--- src/hw/cls_pkg.sv ---
`default_nettype none

package cls_pkg;

  // Register map, byte addresses on the 32-bit register bus
  localparam int unsigned CLS_AXI_AW = 8;
  localparam logic [7:0] CLS_OFF_INSTR = 8'h00;
  localparam logic [7:0] CLS_OFF_STATUS = 8'h04;
  localparam logic [7:0] CLS_OFF_LAST_ADDR = 8'h08;
  localparam logic [7:0] CLS_OFF_GPR_BASE = 8'h40;
  localparam logic [7:0] CLS_GPR_SPAN_MASK = 8'hE0;

  // Status register bit positions
  localparam int unsigned CLS_ST_BUSY = 0;
  localparam int unsigned CLS_ST_DONE = 1;
  localparam int unsigned CLS_ST_UNDEF = 2;
  localparam int unsigned CLS_ST_REFUSED = 3;

  // Reset values
  localparam logic [15:0] CLS_INSTR_RST = 16'h0000;
  localparam logic [31:0] CLS_GPR_RST = 32'h0000_0000;

  // Instruction field positions
  localparam int unsigned CLS_F_XFER_LSB = 0;
  localparam int unsigned CLS_F_BASE_LSB = 3;
  localparam int unsigned CLS_F_OFFS_LSB = 6;
  localparam int unsigned CLS_F_IMM_LSB = 6;
  localparam int unsigned CLS_F_SEL_LSB = 3;
  localparam logic [3:0] CLS_GRP_REG_TAG = 4'h5;
  localparam logic [2:0] CLS_GRP_IMM_TAG = 3'h3;

  // AXI response codes
  localparam logic [1:0] CLS_RESP_OKAY = 2'h0;
  localparam logic [1:0] CLS_RESP_SLVERR = 2'h2;

  typedef enum logic [1:0] {
    CLS_SZ_BYTE = 2'h0,
    CLS_SZ_HALF = 2'h1,
    CLS_SZ_WORD = 2'h2
  } cls_size_t;

  typedef enum logic [4:0] {
    CLS_SEL_INSTR = 5'h01,
    CLS_SEL_STATUS = 5'h02,
    CLS_SEL_LAST_ADDR = 5'h04,
    CLS_SEL_GPR = 5'h08,
    CLS_SEL_NONE = 5'h10
  } cls_sel_t;

  typedef struct packed {
    logic valid;
    logic load;
    logic sign;
    cls_size_t size;
    logic imm;
    logic [6:0] imm_off;
    logic [2:0] xfer;
    logic [2:0] base;
    logic [2:0] offs;
  } cls_op_t;

  typedef struct packed {
    logic [31:0] addr;
    logic [31:0] wdata;
    cls_size_t size;
    logic write;
  } cls_mem_req_t;

  function automatic cls_sel_t cls_decode_addr(input logic [7:0] a);
    cls_sel_t s;
    s = CLS_SEL_NONE;
    if (a[1:0] != 2'h0) s = CLS_SEL_NONE;
    else if (a == CLS_OFF_INSTR) s = CLS_SEL_INSTR;
    else if (a == CLS_OFF_STATUS) s = CLS_SEL_STATUS;
    else if (a == CLS_OFF_LAST_ADDR) s = CLS_SEL_LAST_ADDR;
    else if ((a & CLS_GPR_SPAN_MASK) == CLS_OFF_GPR_BASE) s = CLS_SEL_GPR;
    return s;
  endfunction : cls_decode_addr

endpackage : cls_pkg

`default_nettype wire

--- src/hw/cls_reg_bank.sv ---
`default_nettype none

// Small register file; every read port returns data one cycle after its address
module cls_reg_bank #(
  parameter int unsigned DW = 32,
  parameter int unsigned AW = 3,
  parameter int unsigned NRD = 4
) (
  input wire logic aclk,
  input wire logic aresetn,
  input wire logic [NRD-1:0][AW-1:0] raddr,
  output logic [NRD-1:0][DW-1:0] rdata,
  input wire logic we,
  input wire logic [AW-1:0] waddr,
  input wire logic [DW/8-1:0] wbe,
  input wire logic [DW-1:0] wdata
);
  import cls_pkg::*;

  logic [DW-1:0] mem [0:(1<<AW)-1];

  always_ff @(posedge aclk) begin
    for (int i = 0; i < (1 << AW); i++) begin
      if (!aresetn) begin
        mem[i] <= DW'(CLS_GPR_RST);
      end else if (we && waddr == AW'(i)) begin
        for (int b = 0; b < DW / 8; b++) begin
          if (wbe[b]) mem[i][b*8 +: 8] <= wdata[b*8 +: 8];
        end
      end
    end
  end

  genvar g;
  generate
    for (g = 0; g < NRD; g++) begin : g_rd
      always_ff @(posedge aclk) begin
        if (!aresetn) rdata[g] <= '0;
        else rdata[g] <= mem[raddr[g]];
      end
    end
  endgenerate

endmodule : cls_reg_bank

`default_nettype wire

--- src/hw/cls_core.sv ---
// Functional notes
// - Register-offset group: address is base plus offset register, both 0-7, no writeback.
// - Register-offset, load/store 0 and byte/word 0: store transfer register as word.
// - Register-offset, load/store 0 and byte/word 1: store low byte of transfer register.
// - Register-offset, load/store 1 and byte/word 0: load word into transfer register.
// - Register-offset, load/store 1 and byte/word 1: load byte into transfer register.
// - Each compressed transfer takes the same cycles as its full-width equivalent.
// - Sign-extension group: byte/half loads, optionally signed, and halfword stores only.
// - Sign group, sign 0 half 0: store transfer register bits 0-15 at base+offset.
// - Sign group, sign 0 half 1: load halfword into bits 0-15, clear 16-31.
// - Sign group, sign 1 half 0: load byte, fill bits 8-31 with bit 7.
// - Sign group, sign 1 half 1: load halfword, fill bits 16-31 with bit 15.
// - Immediate group: address is base plus 5-bit, or 7-bit word, immediate.
// - Immediate group, load/store 1 and byte/word 0: load word at base plus immediate.
// - Immediate group, byte/word 1 and load/store 0: store byte at base plus immediate.
// - Immediate group, byte/word 1 and load/store 1: load byte at base plus immediate.
// - Immediate word offset is the 5-bit field shifted left by two.
// - Immediate byte offset is the 5-bit field unscaled.
`default_nettype none

module cls_core (
  input wire logic aclk,
  input wire logic aresetn,
  // AXI4-Lite slave
  input wire logic [cls_pkg::CLS_AXI_AW-1:0] s_awaddr,
  input wire logic s_awvalid,
  output logic s_awready,
  input wire logic [31:0] s_wdata,
  input wire logic [3:0] s_wstrb,
  input wire logic s_wvalid,
  output logic s_wready,
  output logic [1:0] s_bresp,
  output logic s_bvalid,
  input wire logic s_bready,
  input wire logic [cls_pkg::CLS_AXI_AW-1:0] s_araddr,
  input wire logic s_arvalid,
  output logic s_arready,
  output logic [31:0] s_rdata,
  output logic [1:0] s_rresp,
  output logic s_rvalid,
  input wire logic s_rready,
  // Data bus towards the memory system
  output logic mem_valid,
  output cls_pkg::cls_mem_req_t mem_cmd,
  input wire logic mem_ack,
  input wire logic [31:0] mem_rdata
);
  import cls_pkg::*;

  typedef enum logic [4:0] {
    ST_IDLE = 5'h01,
    ST_FETCH = 5'h02,
    ST_ISSUE = 5'h04,
    ST_WAIT = 5'h08,
    ST_WBACK = 5'h10
  } cls_state_t;

  // Decodes one 16-bit instruction of the three transfer groups
  function automatic cls_op_t decode_instr(input logic [15:0] ins);
    cls_op_t op;
    logic [4:0] imm5;
    op = '0;
    imm5 = ins[CLS_F_IMM_LSB +: 5];
    op.xfer = ins[CLS_F_XFER_LSB +: 3];
    op.base = ins[CLS_F_BASE_LSB +: 3];
    op.offs = ins[CLS_F_OFFS_LSB +: 3];
    op.size = CLS_SZ_WORD;
    if (ins[15:12] == CLS_GRP_REG_TAG && !ins[9]) begin
      op.valid = 1'b1;
      op.load = ins[11];
      op.size = ins[10] ? CLS_SZ_BYTE : CLS_SZ_WORD;
    end else if (ins[15:12] == CLS_GRP_REG_TAG && ins[9]) begin
      // Bit 11 is the halfword select, bit 10 the sign-extend select
      op.valid = 1'b1;
      op.load = ins[11] | ins[10];
      op.sign = ins[10];
      op.size = (ins[10] && !ins[11]) ? CLS_SZ_BYTE : CLS_SZ_HALF;
    end else if (ins[15:13] == CLS_GRP_IMM_TAG) begin
      op.valid = 1'b1;
      op.imm = 1'b1;
      op.load = ins[11];
      op.size = ins[12] ? CLS_SZ_BYTE : CLS_SZ_WORD;
      op.imm_off = ins[12] ? {2'h0, imm5} : {imm5, 2'h0};
    end
    return op;
  endfunction : decode_instr

  // Fits loaded data to the transfer register width
  function automatic logic [31:0] extend_load(input cls_size_t sz, input logic sgn, input logic [31:0] d);
    logic [31:0] r;
    r = d;
    if (sz == CLS_SZ_BYTE) r = {{24{sgn & d[7]}}, d[7:0]};
    else if (sz == CLS_SZ_HALF) r = {{16{sgn & d[15]}}, d[15:0]};
    return r;
  endfunction : extend_load

  // Write channel state
  logic aw_held;
  logic w_held;
  logic [CLS_AXI_AW-1:0] aw_addr_q;
  logic [31:0] w_data_q;
  logic [3:0] w_byte_store_q;
  // Read channel state
  logic rd_pend;
  logic [CLS_AXI_AW-1:0] ar_addr_q;
  // Executor state
  cls_state_t state;
  cls_op_t op_q;
  logic [15:0] instr_q;
  logic [31:0] last_addr;
  logic [31:0] load_data;
  logic flag_done;
  logic flag_undef;
  logic flag_refused;
  // Register bank
  logic [3:0][2:0] rb_raddr;
  logic [3:0][31:0] rb_rdata;
  logic rb_we;
  logic [2:0] rb_waddr;
  logic [3:0] rb_wbe;
  logic [31:0] rb_wdata;

  wire logic aw_hs = s_awvalid & s_awready;
  wire logic w_hs = s_wvalid & s_wready;
  wire logic ar_hs = s_arvalid & s_arready;
  wire logic do_write = aw_held & w_held & ~s_bvalid;
  wire cls_sel_t wsel = cls_decode_addr(aw_addr_q);
  wire cls_sel_t rsel = cls_decode_addr(ar_addr_q);
  wire logic idle = (state == ST_IDLE);
  wire logic wr_instr = do_write & (wsel == CLS_SEL_INSTR);
  wire logic wr_status = do_write & (wsel == CLS_SEL_STATUS);
  wire logic wr_gpr = do_write & (wsel == CLS_SEL_GPR);
  // Instruction and register writes during a transfer would corrupt its operands, so they are refused
  wire logic wr_blocked = (wr_instr | wr_gpr) & ~idle;
  wire logic wr_bad = do_write & (wsel == CLS_SEL_NONE || wsel == CLS_SEL_LAST_ADDR);
  wire logic [15:0] next_instr = {w_byte_store_q[1] ? w_data_q[15:8] : instr_q[15:8],
                                  w_byte_store_q[0] ? w_data_q[7:0] : instr_q[7:0]};
  wire logic start = wr_instr & idle;
  wire cls_op_t new_op = decode_instr(next_instr);

  wire logic next_aw_held = do_write ? 1'b0 : (aw_hs | aw_held);
  wire logic next_w_held = do_write ? 1'b0 : (w_hs | w_held);
  wire logic next_bvalid = do_write | (s_bvalid & ~s_bready);
  wire logic next_rvalid = rd_pend | (s_rvalid & ~s_rready);
  wire logic next_rd_pend = ar_hs;

  // Operand values arrive registered from the bank during ISSUE
  wire logic [31:0] base_val = rb_rdata[0];
  wire logic [31:0] offs_val = op_q.imm ? {25'h0, op_q.imm_off} : rb_rdata[1];
  wire logic [31:0] xfer_addr = base_val + offs_val;
  wire logic [31:0] xfer_val = rb_rdata[2];
  wire logic [31:0] store_data = (op_q.size == CLS_SZ_BYTE) ? {24'h0, xfer_val[7:0]} :
                                 (op_q.size == CLS_SZ_HALF) ? {16'h0, xfer_val[15:0]} :
                                 xfer_val;
  wire logic [31:0] status_word = {28'h0, flag_refused, flag_undef, flag_done, ~idle};

  wire logic [31:0] read_word = (rsel == CLS_SEL_INSTR) ? {16'h0, instr_q} :
                                (rsel == CLS_SEL_STATUS) ? status_word :
                                (rsel == CLS_SEL_LAST_ADDR) ? last_addr :
                                (rsel == CLS_SEL_GPR) ? rb_rdata[3] : 32'h0000_0000;

  assign rb_raddr[0] = op_q.base;
  assign rb_raddr[1] = op_q.offs;
  assign rb_raddr[2] = op_q.xfer;
  assign rb_raddr[3] = s_araddr[4:2];
  // Load writeback and software writes never overlap: software writes only land while idle
  assign rb_we = (state == ST_WBACK) | (wr_gpr & idle);
  assign rb_waddr = (state == ST_WBACK) ? op_q.xfer : aw_addr_q[4:2];
  assign rb_wbe = (state == ST_WBACK) ? 4'hF : w_byte_store_q;
  assign rb_wdata = (state == ST_WBACK) ? load_data : w_data_q;

  cls_reg_bank #(
    .DW(32),
    .AW(3),
    .NRD(4)
  ) u_bank (
    .aclk(aclk),
    .aresetn(aresetn),
    .raddr(rb_raddr),
    .rdata(rb_rdata),
    .we(rb_we),
    .waddr(rb_waddr),
    .wbe(rb_wbe),
    .wdata(rb_wdata)
  );

  // AXI write channels: address and data accepted in either order
  always_ff @(posedge aclk) begin
    if (!aresetn) begin
      aw_held <= 1'b0;
      w_held <= 1'b0;
      s_awready <= 1'b0;
      s_wready <= 1'b0;
      s_bvalid <= 1'b0;
      s_bresp <= CLS_RESP_OKAY;
    end else begin
      aw_held <= next_aw_held;
      w_held <= next_w_held;
      s_awready <= ~next_aw_held & ~next_bvalid;
      s_wready <= ~next_w_held & ~next_bvalid;
      s_bvalid <= next_bvalid;
      if (do_write) s_bresp <= (wr_blocked | wr_bad) ? CLS_RESP_SLVERR : CLS_RESP_OKAY;
    end
  end

  always_ff @(posedge aclk) begin
    if (!aresetn) begin
      aw_addr_q <= '0;
      w_data_q <= 32'h0000_0000;
      w_byte_store_q <= 4'h0;
    end else begin
      if (aw_hs) aw_addr_q <= s_awaddr;
      if (w_hs) w_data_q <= s_wdata;
      if (w_hs) w_byte_store_q <= s_wstrb;
    end
  end

  // AXI read channel: data two cycles after the address is taken
  always_ff @(posedge aclk) begin
    if (!aresetn) begin
      rd_pend <= 1'b0;
      ar_addr_q <= '0;
      s_arready <= 1'b0;
      s_rvalid <= 1'b0;
      s_rdata <= 32'h0000_0000;
      s_rresp <= CLS_RESP_OKAY;
    end else begin
      rd_pend <= next_rd_pend;
      s_arready <= ~next_rd_pend & ~next_rvalid;
      s_rvalid <= next_rvalid;
      if (ar_hs) ar_addr_q <= s_araddr;
      if (rd_pend) s_rdata <= read_word;
      if (rd_pend) s_rresp <= (rsel == CLS_SEL_NONE) ? CLS_RESP_SLVERR : CLS_RESP_OKAY;
    end
  end

  // Sticky flags: a setting event in the same cycle as a clear wins
  always_ff @(posedge aclk) begin
    if (!aresetn) begin
      flag_done <= 1'b0;
      flag_undef <= 1'b0;
      flag_refused <= 1'b0;
    end else begin
      flag_done <= ((state == ST_WAIT && mem_ack && !op_q.load) || state == ST_WBACK) |
                   (flag_done & ~(wr_status & w_byte_store_q[0] & w_data_q[CLS_ST_DONE]));
      flag_undef <= (start & ~new_op.valid) |
                    (flag_undef & ~(wr_status & w_byte_store_q[0] & w_data_q[CLS_ST_UNDEF]));
      flag_refused <= wr_blocked |
                      (flag_refused & ~(wr_status & w_byte_store_q[0] & w_data_q[CLS_ST_REFUSED]));
    end
  end

  // The sequence is shared by every width and group, so each compressed form costs the same
  // cycles as its full-width equivalent: stores FETCH-ISSUE-WAIT, loads add one WBACK cycle.
  always_ff @(posedge aclk) begin
    if (!aresetn) begin
      state <= ST_IDLE;
      op_q <= '0;
      instr_q <= CLS_INSTR_RST;
      last_addr <= 32'h0000_0000;
      load_data <= 32'h0000_0000;
      mem_valid <= 1'b0;
      mem_cmd <= '0;
    end else begin
      unique case (state)
        ST_IDLE: begin
          if (start) begin
            instr_q <= next_instr;
            op_q <= new_op;
            if (new_op.valid) state <= ST_FETCH;
          end
        end
        ST_FETCH: begin
          state <= ST_ISSUE;
        end
        ST_ISSUE: begin
          mem_valid <= 1'b1;
          mem_cmd.addr <= xfer_addr;
          mem_cmd.wdata <= op_q.load ? 32'h0000_0000 : store_data;
          mem_cmd.size <= op_q.size;
          mem_cmd.write <= ~op_q.load;
          last_addr <= xfer_addr;
          state <= ST_WAIT;
        end
        ST_WAIT: begin
          if (mem_ack) begin
            mem_valid <= 1'b0;
            load_data <= extend_load(op_q.size, op_q.sign, mem_rdata);
            state <= op_q.load ? ST_WBACK : ST_IDLE;
          end
        end
        ST_WBACK: begin
          state <= ST_IDLE;
        end
      endcase
    end
  end

endmodule : cls_core

`default_nettype wire

--- config.mk ---
export PLATFORM = sky130hd
export DESIGN_NAME = cls_core
export DESIGN_NICKNAME = d
export VERILOG_FILES = /design/src/hw/cls_pkg.sv /design/src/hw/cls_reg_bank.sv /design/src/hw/cls_core.sv
export SDC_FILE = /design/constraint.sdc
export NUM_CORES = 1
export LEC_CHECK = 0
export BUFFER_PORTS_ARGS = -buffer_cell sky130_fd_sc_hd__buf_4
export CAP_MARGIN = 20
export CORE_MARGIN = 2
export CORE_UTILIZATION = 58
export CTS_CLUSTER_SIZE = 16
export DETAILED_ROUTE_END_ITERATION = 7
export GPL_ROUTABILITY_DRIVEN = 0
export PLACE_DENSITY_LB_ADDON = 0.1
export REMOVE_ABC_BUFFERS = 1
export SYNTH_ARGS = -nofsm -noshare
export SYNTH_HDL_FRONTEND = slang
export SYNTH_HIERARCHICAL = 1
export SYNTH_SLANG_ARGS = --single-unit
--- constraint.sdc ---
create_clock -name aclk -period 4.3 [get_ports aclk]
set_clock_uncertainty 0.05 [all_clocks]
set_input_delay 0.43 -clock aclk [delete_from_list [all_inputs] [get_ports aclk]]
set_output_delay 0.43 -clock aclk [all_outputs]
set_load 0.02 [all_outputs]
# [Word level (Yosys, flattened, before mapping)]
# Memories as Yosys holds them, arrays and structs flattened. A register that Yosys moved wholly into a read port is not among the register bits.
# Cells that the tools add are included.
# Widths: inputs -> output; s select.
[op_classes] add_sub_neg=1 reduce_logical=33 n_eq_ne=34 bitwise=84 n_mux=183
[op_table] cell="$mux 32" n=11
[op_table] cell="$mux 8" n=36
[op_table] cell="$mux 1" n=107
[op_table] cell="$mux 5" n=14
[op_table] cell="$or 1x1->1" n=43
[op_table] cell="$add 32x32->32" n=1
[op_table] cell="$and 1x1->1" n=27
[op_table] cell="$pmux 5 s5" n=1
[op_table] cell="$mux 2" n=9
[op_table] cell="$eq 8x3->1 const B" n=2
[op_table] cell="$eq 8x4->1 const B" n=2
[op_table] cell="$logic_not 8->1" n=2
[op_table] cell="$eq 3x2->1 const B" n=5
[op_table] cell="$eq 5x1->1 const B" n=3
[op_table] cell="$eq 5x2->1 const B" n=3
[op_table] cell="$eq 5x3->1 const B" n=3
[op_table] cell="$eq 5x4->1 const B" n=3
[op_table] cell="$eq 5x5->1 const B" n=3
[op_table] cell="$not 1->1" n=14
[op_table] cell="$logic_and 1x1->1" n=13
[op_table] cell="$eq 3x3->1 const B" n=4
[op_table] cell="$mux 10" n=1
[op_table] cell="$logic_not 1->1" n=7
[op_table] cell="$mux 7" n=1
[op_table] cell="14 further kinds" n=20
[totals] out_inout_bits=109 inputBits=92 memories=1 regBits=241 wordCells=370 ram_bits=256
[memory_table] name="u_bank.mem" words=8 word_bits=32 rd=4 rd_clocked_by_memory_dff=4 write_ports=8 line_no="cls_reg_bank.sv:20" source="logic [DW-1:0] mem [0:(1<<AW)-1];"

# [Logic depth before layout (Yosys ltp)]
# Gate-level depths: netlist (run 1).
[logic_depth] ltp_word=15 ltp_mapped=12 mapped_depth_nobuf=11

# [Modules after synthesis]
# Netlist (run 1), hierarchy kept.
[by_module_without_submodules] module="cls_reg_bank" cells_per_inst=1629 instances=1 area_each_um2=21326.7 seq_area_each_um2=10249.8
[by_module_without_submodules] module="cls_core" cells_per_inst=1344 instances=1 area_each_um2=10903.0 seq_area_each_um2=4604.4

# [Least setup slack after synthesis (run 1)]
# OpenSTA, ideal clock, no wires.
[synth_timing] path_type="register to register" from="reg op_q[16] (netlist name)" to="reg last_addr[31]" stages_incl_launch_ff=12 setup_ps=133 setup_slack_ps=1290 t_required_ps=4117 n_path_buf=1 synth_period_minus_slack_ps=3010 arrival_ps=2828 cell_sequence="dfxtp_1 > clkbuf_1 > mux2_2 > ha_1 > a21oi_1 > a211oi_1 > nor3_2 > a31oi_2 > a41oi_1 > a31oi_1 > xnor2_1 > a21oi_1"
[synth_via] elab_chain_cells=2
[synth_rtl] element="from (decl)" line_no="cls_core.sv:108" source="cls_op_t op_q;"
[synth_rtl] element="from (signal assigned)" line_no="cls_core.sv:269" source="op_q <= new_op;"
[synth_rtl] element="$mux 32" line_no="cls_core.sv:149" source="wire logic [31:0] offs_val = op_q.imm ? {25'h0, op_q.imm_off} : rb_rdata[1];"
[synth_rtl] element="$add 32x32->32" line_no="cls_core.sv:150" source="wire logic [31:0] xfer_addr = base_val + offs_val;"
[synth_rtl] element="to (signal assigned)" line_no="cls_core.sv:282" source="last_addr <= xfer_addr;"
[synth_rtl] element="to (decl)" line_no="cls_core.sv:110" source="logic [31:0] last_addr;"
# No other way between the ends.
# A chain may end at the register's enable or synchronous reset.

==> results of run 1 <==
[per-layer routing]
| metal | wire length, um | track usage (%) | vias to the layer above |
|---|---|---|---|
| li1 | - | - | 11141 |
| met1 | 41690 | 49.08 | 12661 |
| met2 | 48030 | 57.27 | 1869 |
| met3 | 13170 | 9.473 | 372 |
| met4 | 5764 | 19.15 | 0 |
| met5 | 0 | 0 | - |
[final cells by class]
type	count	area, sq um	share of cell area (%)
sequential	614	14870	40.94
multi-input combinational	2027	15830	43.58
clock buffer	95	1917	5.277
timing repair buffer	256	1988	5.473
tap	748	935.9	2.577
inverter	108	410.4	1.130
clock inverter	26	369.1	1.016
[placed cells by master (no fill, tap or decap), types with 6 or more instances in the layout]
master / instances
nor2b_1: 28
a21o_1: 9
a22oi_1: 77
nand3b_1: 8
ha_1: 31
mux2_2: 145
nand2_1: 316
xor2_1: 6
a222oi_1: 15
a21oi_1: 161
inv_1: 107
nor3_1: 14
buf_4: 250
and2_1: 262
nand3_1: 17
nand2b_1: 13
clkbuf_16: 71
xnor2_1: 17
a211oi_1: 41
bufinv_16: 9
edfxtp_1: 256
clkbuf_1: 19
mux2i_1: 172
dfxtp_1: 350
nand4_1: 10
a221oi_2: 25
o211a_1: 33
mux4_2: 92
a221oi_1: 73
clkinv_2: 10
mux4_1: 36
o21ai_0: 153
nor2_1: 176
[path summary, 6_finish.rpt]
kind | start | end | slack (ns) | depth (start not counted)
worst max-delay path | state[0] | u_bank/mem[0][4] | 0.77 | 6
worst max register to register | state[0] | u_bank/mem[0][4] | 0.77 | 6
worst min register to register | mem_cmd[9] | mem_cmd[9] | 0.40 | 2
worst min-delay path | s_araddr[7] | ar_addr_q[7] | 0.02 | 3
[through the flow]
| stage | instances | cell area (sq um) | utilization [%] | hold WS (ns) |
|---|---|---|---|---|
| 2_1_floorplan | 2749 | 31040 | - | 0.3713 |
| 3_3_place_gp | 3752 | 34020 | 61.87 | 0.3891 |
| 3_5_place_dp | 3752 | 34020 | 61.87 | 0.3908 |
| 4_1_cts | 3873 | 36300 | 66.02 | 0.001685 |
| 5_1_grt | 3874 | 36320 | 66.06 | 0.01974 |
| 6_report | 3874 | 36320 | 66.06 | 0.01864 |
[logic make-up (layout without fill, tap and decap cells)]
group                      after synthesis  in the layout
and+or+nand+nor                        899            899
AOI/OAI and AO/OA                      626            626
DFF                                    614            614
muxes                                  445            445
buffers and inverters                  333            485
adders and majority gates               32             32
xor gates and xnor gates                23             23
other                                    1              2
[critical path, cell delays in order (launching register included)]
cell and delay [ns]:
dfxtp_1 0.36, nor3_1 0.41, nand2_2 0.47, mux2_2 0.51, nand4bb_1 0.67, nor2_1 0.68
and2_1 0.23
[registers in the layout (all words and copies together), names as in the netlist, 4 cells and up]
signal          count
u_bank/mem        256
u_bank/rdata      128
mem_cmd            35
last_addr          32
load_data          32
s_rdata            32
w_data_q           32
op_q               18
instr_q            10
ar_addr_q           8
aw_addr_q           8
state               5
w_byte_store_q      4
[power by group]
group | leakage, nW | internal (mW) | switching [mW]
combinational | 7.12 | 0.434 | 0.714
clock | 1.12 | 3.66 | 2.38
sequential | 5.57 | 6.28 | 0.205
==> qor.txt, run 1 <==
Post-synth top flop = dfxtp_1
Fillers = 4284
Final setup viols = 0
H-tree levels = 3
Clock buffer count from CTS = 67
Cells after synthesis = 2973
Final antenna-violating net count = 0
Via count = 26043
Ant. Diodes = 0
TNS Setup = 0 ns
DRC = 0
Pre-CTS WS = 0.8210 ns
Top post-synthesis cells by area = edfxtp_1, dfxtp_1, mux4_2
Simple-Gate Fraction of Synth Area = 13.81%
Max Slew Vio Count = 0
Final Critical Period = 3.529 ns
HPWL after detailed placement = 70120 um
CP max FO = 19
RSZ-0062 raised after global routing = false
Most common cell in the synthesized netlist = dfxtp_1
Post-DR vias/cell = 6.723
XOR/XNOR Fraction of Synth Area = 0.6250%
WL final = 108600 um
Share of the synthesized area in the top cell type = 23.85%
CP Capture Type = flip-flop
Die Ht = 239.7 um
Yosys warns = 6
Post-synth EDFFs = 256
Leakage = 13.81 nW
Nets = 3198
Worst-Margin Slew = 1.213 ns
IO Pins = 201
Setup bufs post-CTS = 0
Worst path required time = 4.71 ns
Die W = 239.7 um
Final worst-path cycle share = 82.08%
Skew-Pair Late Insertion Delay = 0.61 ns
Most frequent cells after synthesis = dfxtp_1, nand2_1, and2_1
Fraction of layout cells with a size suffix above 1 = 21.08%
1st-iter DRT viols = 3282
Vias in the first global route = 24857
Initial antenna violation count = 0
Core ar. = 54990 sq um
Max frequency = 283.3 MHz
Startpoint class of the critical path = flip-flop
Complex-gate fraction of the synthesized area = 13.46%
Syn avg cell area = 10.84 sq um
Synth Cell Area = 32230 sq um
Status = finished clean
Final worst slack = 0.7706 ns
Max_cap viols = 0
Post-synthesis sequential area ratio = 46.09%
First-pass GRT wire length = 157600 um
Max_slew headroom = 19.16%
CTS sink count = 614
GRT overflow = 0
Post-layout power = 13.67 mW
Gr usage total = 37.33%
CTS resizes = 0
Critical path data arrival time = 3.94 ns
#FFs+latches synth = 614
Max VDD drop = 0.0003227 V
Area grow syn2layout = 12.70%
Hold-fix buffers, CTS = 0
Largest family of logic cells by synthesized area = multiplexers
Row count = 86
Final hold vios = 0
Mux cell area share after synthesis = 19.77%
Full die area = 57470 sq um
Largest net degree at the start of global routing = 97
Min-delay worst type = in -> reg
Yosys cell types = 77
Crit path kind = reg -> reg
Leading area contributor after synthesis = edfxtp_1
Port Buffers = 198
Worst-path clk slew = 0.06 ns
Routed wire per std cell = 28.05 um
CTS Root Cell = clkbuf_16
First drt pass iteration count = 6
Ys async rst share = 0%
Clock buffer depth = 3
Adder and majority gate portion of the synthesized area = 1.266%
Pwr per Cell Area = 376.4 nW/um^2
CTS tree = done
Initial Utilization = 58.62%
(Power assumes the default switching activity.)
==> run 2, diff against run 1 <==
Clock period 4.3 ns to 3.7 ns, I/O delays scaled along.
==> qor.txt, run 2 (synthesized netlist as in run 1, its figures left out) <==
Crit path depth = 11
CP Capture Type = flip-flop
Core ar. = 54990 sq um
Gr usage total = 36.89%
Reg2reg path depth = 11
Worst-Margin Slew = 1.186 ns
Full die area = 57470 sq um
Worst-path clk slew = 0.06 ns
Die W = 239.7 um
Final setup viols = 0
Port Buffers = 198
Worst R2R End = last_addr[29]
Cell-internal power = 11.94 mW
Initial Utilization = 58.62%
CTS Root Cell = clkbuf_16
Biggest register = u_bank/mem
DR top layer = met4
Crit path kind = reg -> reg
Vias in the first global route = 25155
Max_cap viols = 0
Worst Hold Depth = 3
Max frequency = 282.0 MHz
Largest net degree at the start of global routing = 87
Sw Share = 24.40%
Max VDD drop = 0.0004471 V
Most common cell after layout, fill and taps aside = dfxtp_1
CTS resizes = 0
Via count = 26119
Hold slack = 0.02794 ns
First-pass GRT wire length = 157100 um
GRT overflow = 0
Logic gate share of total power = 8.9%
Fillers = 4118
Clock power frac = 43.4%
Area grow syn2layout = 15.84%
CP max FO = 32
Startpoint class of the critical path = flip-flop
Final Critical Period = 3.546 ns
Reg-to-Reg Start = op_q[16]
DRT met1 WL = 40500 um
First drt pass iteration count = 8
Final hold vios = 0
Flop2flop setup slack = 0.15 ns
Critical path data arrival time = 3.97 ns
CP Cell Sequence = buf_4, mux2_2, ha_1, a21oi_1, a211oi_1, nor3_2, a31oi_2, a41oi_1, a31oi_1, xnor2_1, o21ai_0
CP Launch Point = op_q[16]
Initial antenna violation count = 3
Most frequent cells in the layout = dfxtp_1, nand2_1, buf_4
Post-DR vias/cell = 6.551
Slowest cell on crit path = a41oi_1
Seq pwr share = 47.7%
CTS sink count = 614
1st-iter DRT viols = 3137
DR WL met3 = 11860 um
RSZ-0062 raised after global routing = false
Fraction of layout cells with a size suffix above 1 = 21.43%
Crit path largest cell delay = 0.50 ns
H-tree levels = 3
Status = finished clean
Top flop regs = u_bank/mem x256, u_bank/rdata x128, mem_cmd x35
HPWL after detailed placement = 70240 um
DRC = 0
Min-delay worst type = in -> reg
Worst path required time = 4.13 ns
CP endpoint = last_addr[29]
Critical path buffer and inverter count = 1
Routed wire per std cell = 26.88 um
Nets = 3309
Max_slew headroom = 20.91%
Final antenna-violating net count = 0
TNS Setup = 0 ns
Skew-Pair Late Insertion Delay = 0.61 ns
CTS tree = done
Clock buffer count from CTS = 67
IO Pins = 201
WL final = 107200 um
Met2 Wirelength = 49380 um
Family with the most delay on the worst path = compound AO/OA/AOI/OAI gates
Pwr per Cell Area = 423.0 nW/um^2
Die Ht = 239.7 um
Row count = 86
Max Slew Vio Count = 0
Max reg flops = 256
Net Sw Power = 3.854 mW
Clock buffer depth = 3
Final worst-path cycle share = 95.85%
Leakage = 14.30 nW
==> run 2: power groups by stage <==
stage / Sequential [mW] / Clock (mW) / Combinational (mW)
after floorplan: 7.61 / 0 / 0.745
after global routing: 7.55 / 7.19 / 1.49
final: 7.53 / 6.86 / 1.40
after CTS: 7.52 / 6.90 / 1.38
after detailed placement: 7.66 / 0 / 1.30
after global placement: 7.64 / 0 / 1.28
==> run 2: stage by stage <==
stage | instance area (sq um) | setup WS (ns) | util (%) | total power, mW | cells
floorplan | 31040 | -0.6004 | - | 8.353 | 2749
global placement | 34290 | 0.3124 | 62.36 | 8.919 | 3785
detailed placement | 34290 | 0.2716 | 62.36 | 8.962 | 3785
CTS | 37330 | 0.2077 | 67.90 | 15.80 | 3986
global route | 37330 | 0.02023 | 67.90 | 16.23 | 3986
finish | 37340 | 0.1535 | 67.90 | 15.79 | 3987
==> run 2: layout make-up <==
class,count,area (sq um),area share (%)
flip-flops and latches,614,14870,39.83
clock inverters,31,254.0,0.6803
clock buffers,91,1998,5.352
repair buffers,367,3044,8.153
diodes,1,2.502,0.006702
multi-input cells,2027,15820,42.37
well taps,748,935.9,2.507
inverters,108,410.4,1.099
==> run 2: per-layer routing <==
metal / track usage, % / vias up
met5: 0 / -
met4: 17.90 / 0
met3: 7.503 / 374
met2: 58.94 / 1692
met1: 48.11 / 12671
li1: - / 11382
==> run 2: worst min path at each step <==
stage,start,to,slack [ns]
global route,s_wdata[7],w_data_q[7],0.02
detailed placement,w_data_q[30],w_data_q[30],0.39
CTS,mem_rdata[15],load_data[15],0.01
floorplan,w_held,s_wready,0.37
global placement,w_byte_store_q[3],w_byte_store_q[3],0.39
finish,s_wdata[7],w_data_q[7],0.03
==> run 2: worst min-delay path: cells and delay by family <==
family                 cells  cell delay (ns)
buffers and inverters      1             0.11
AND/OR/NAND/NOR            1             0.09
AO/OA/AOI/OAI              1             0.07
==> run 2: timing repair <==
item                                   CTS  global route
setup buffers                            0             0
hold buffers                            79             0
endpoints found under the hold margin   79             0
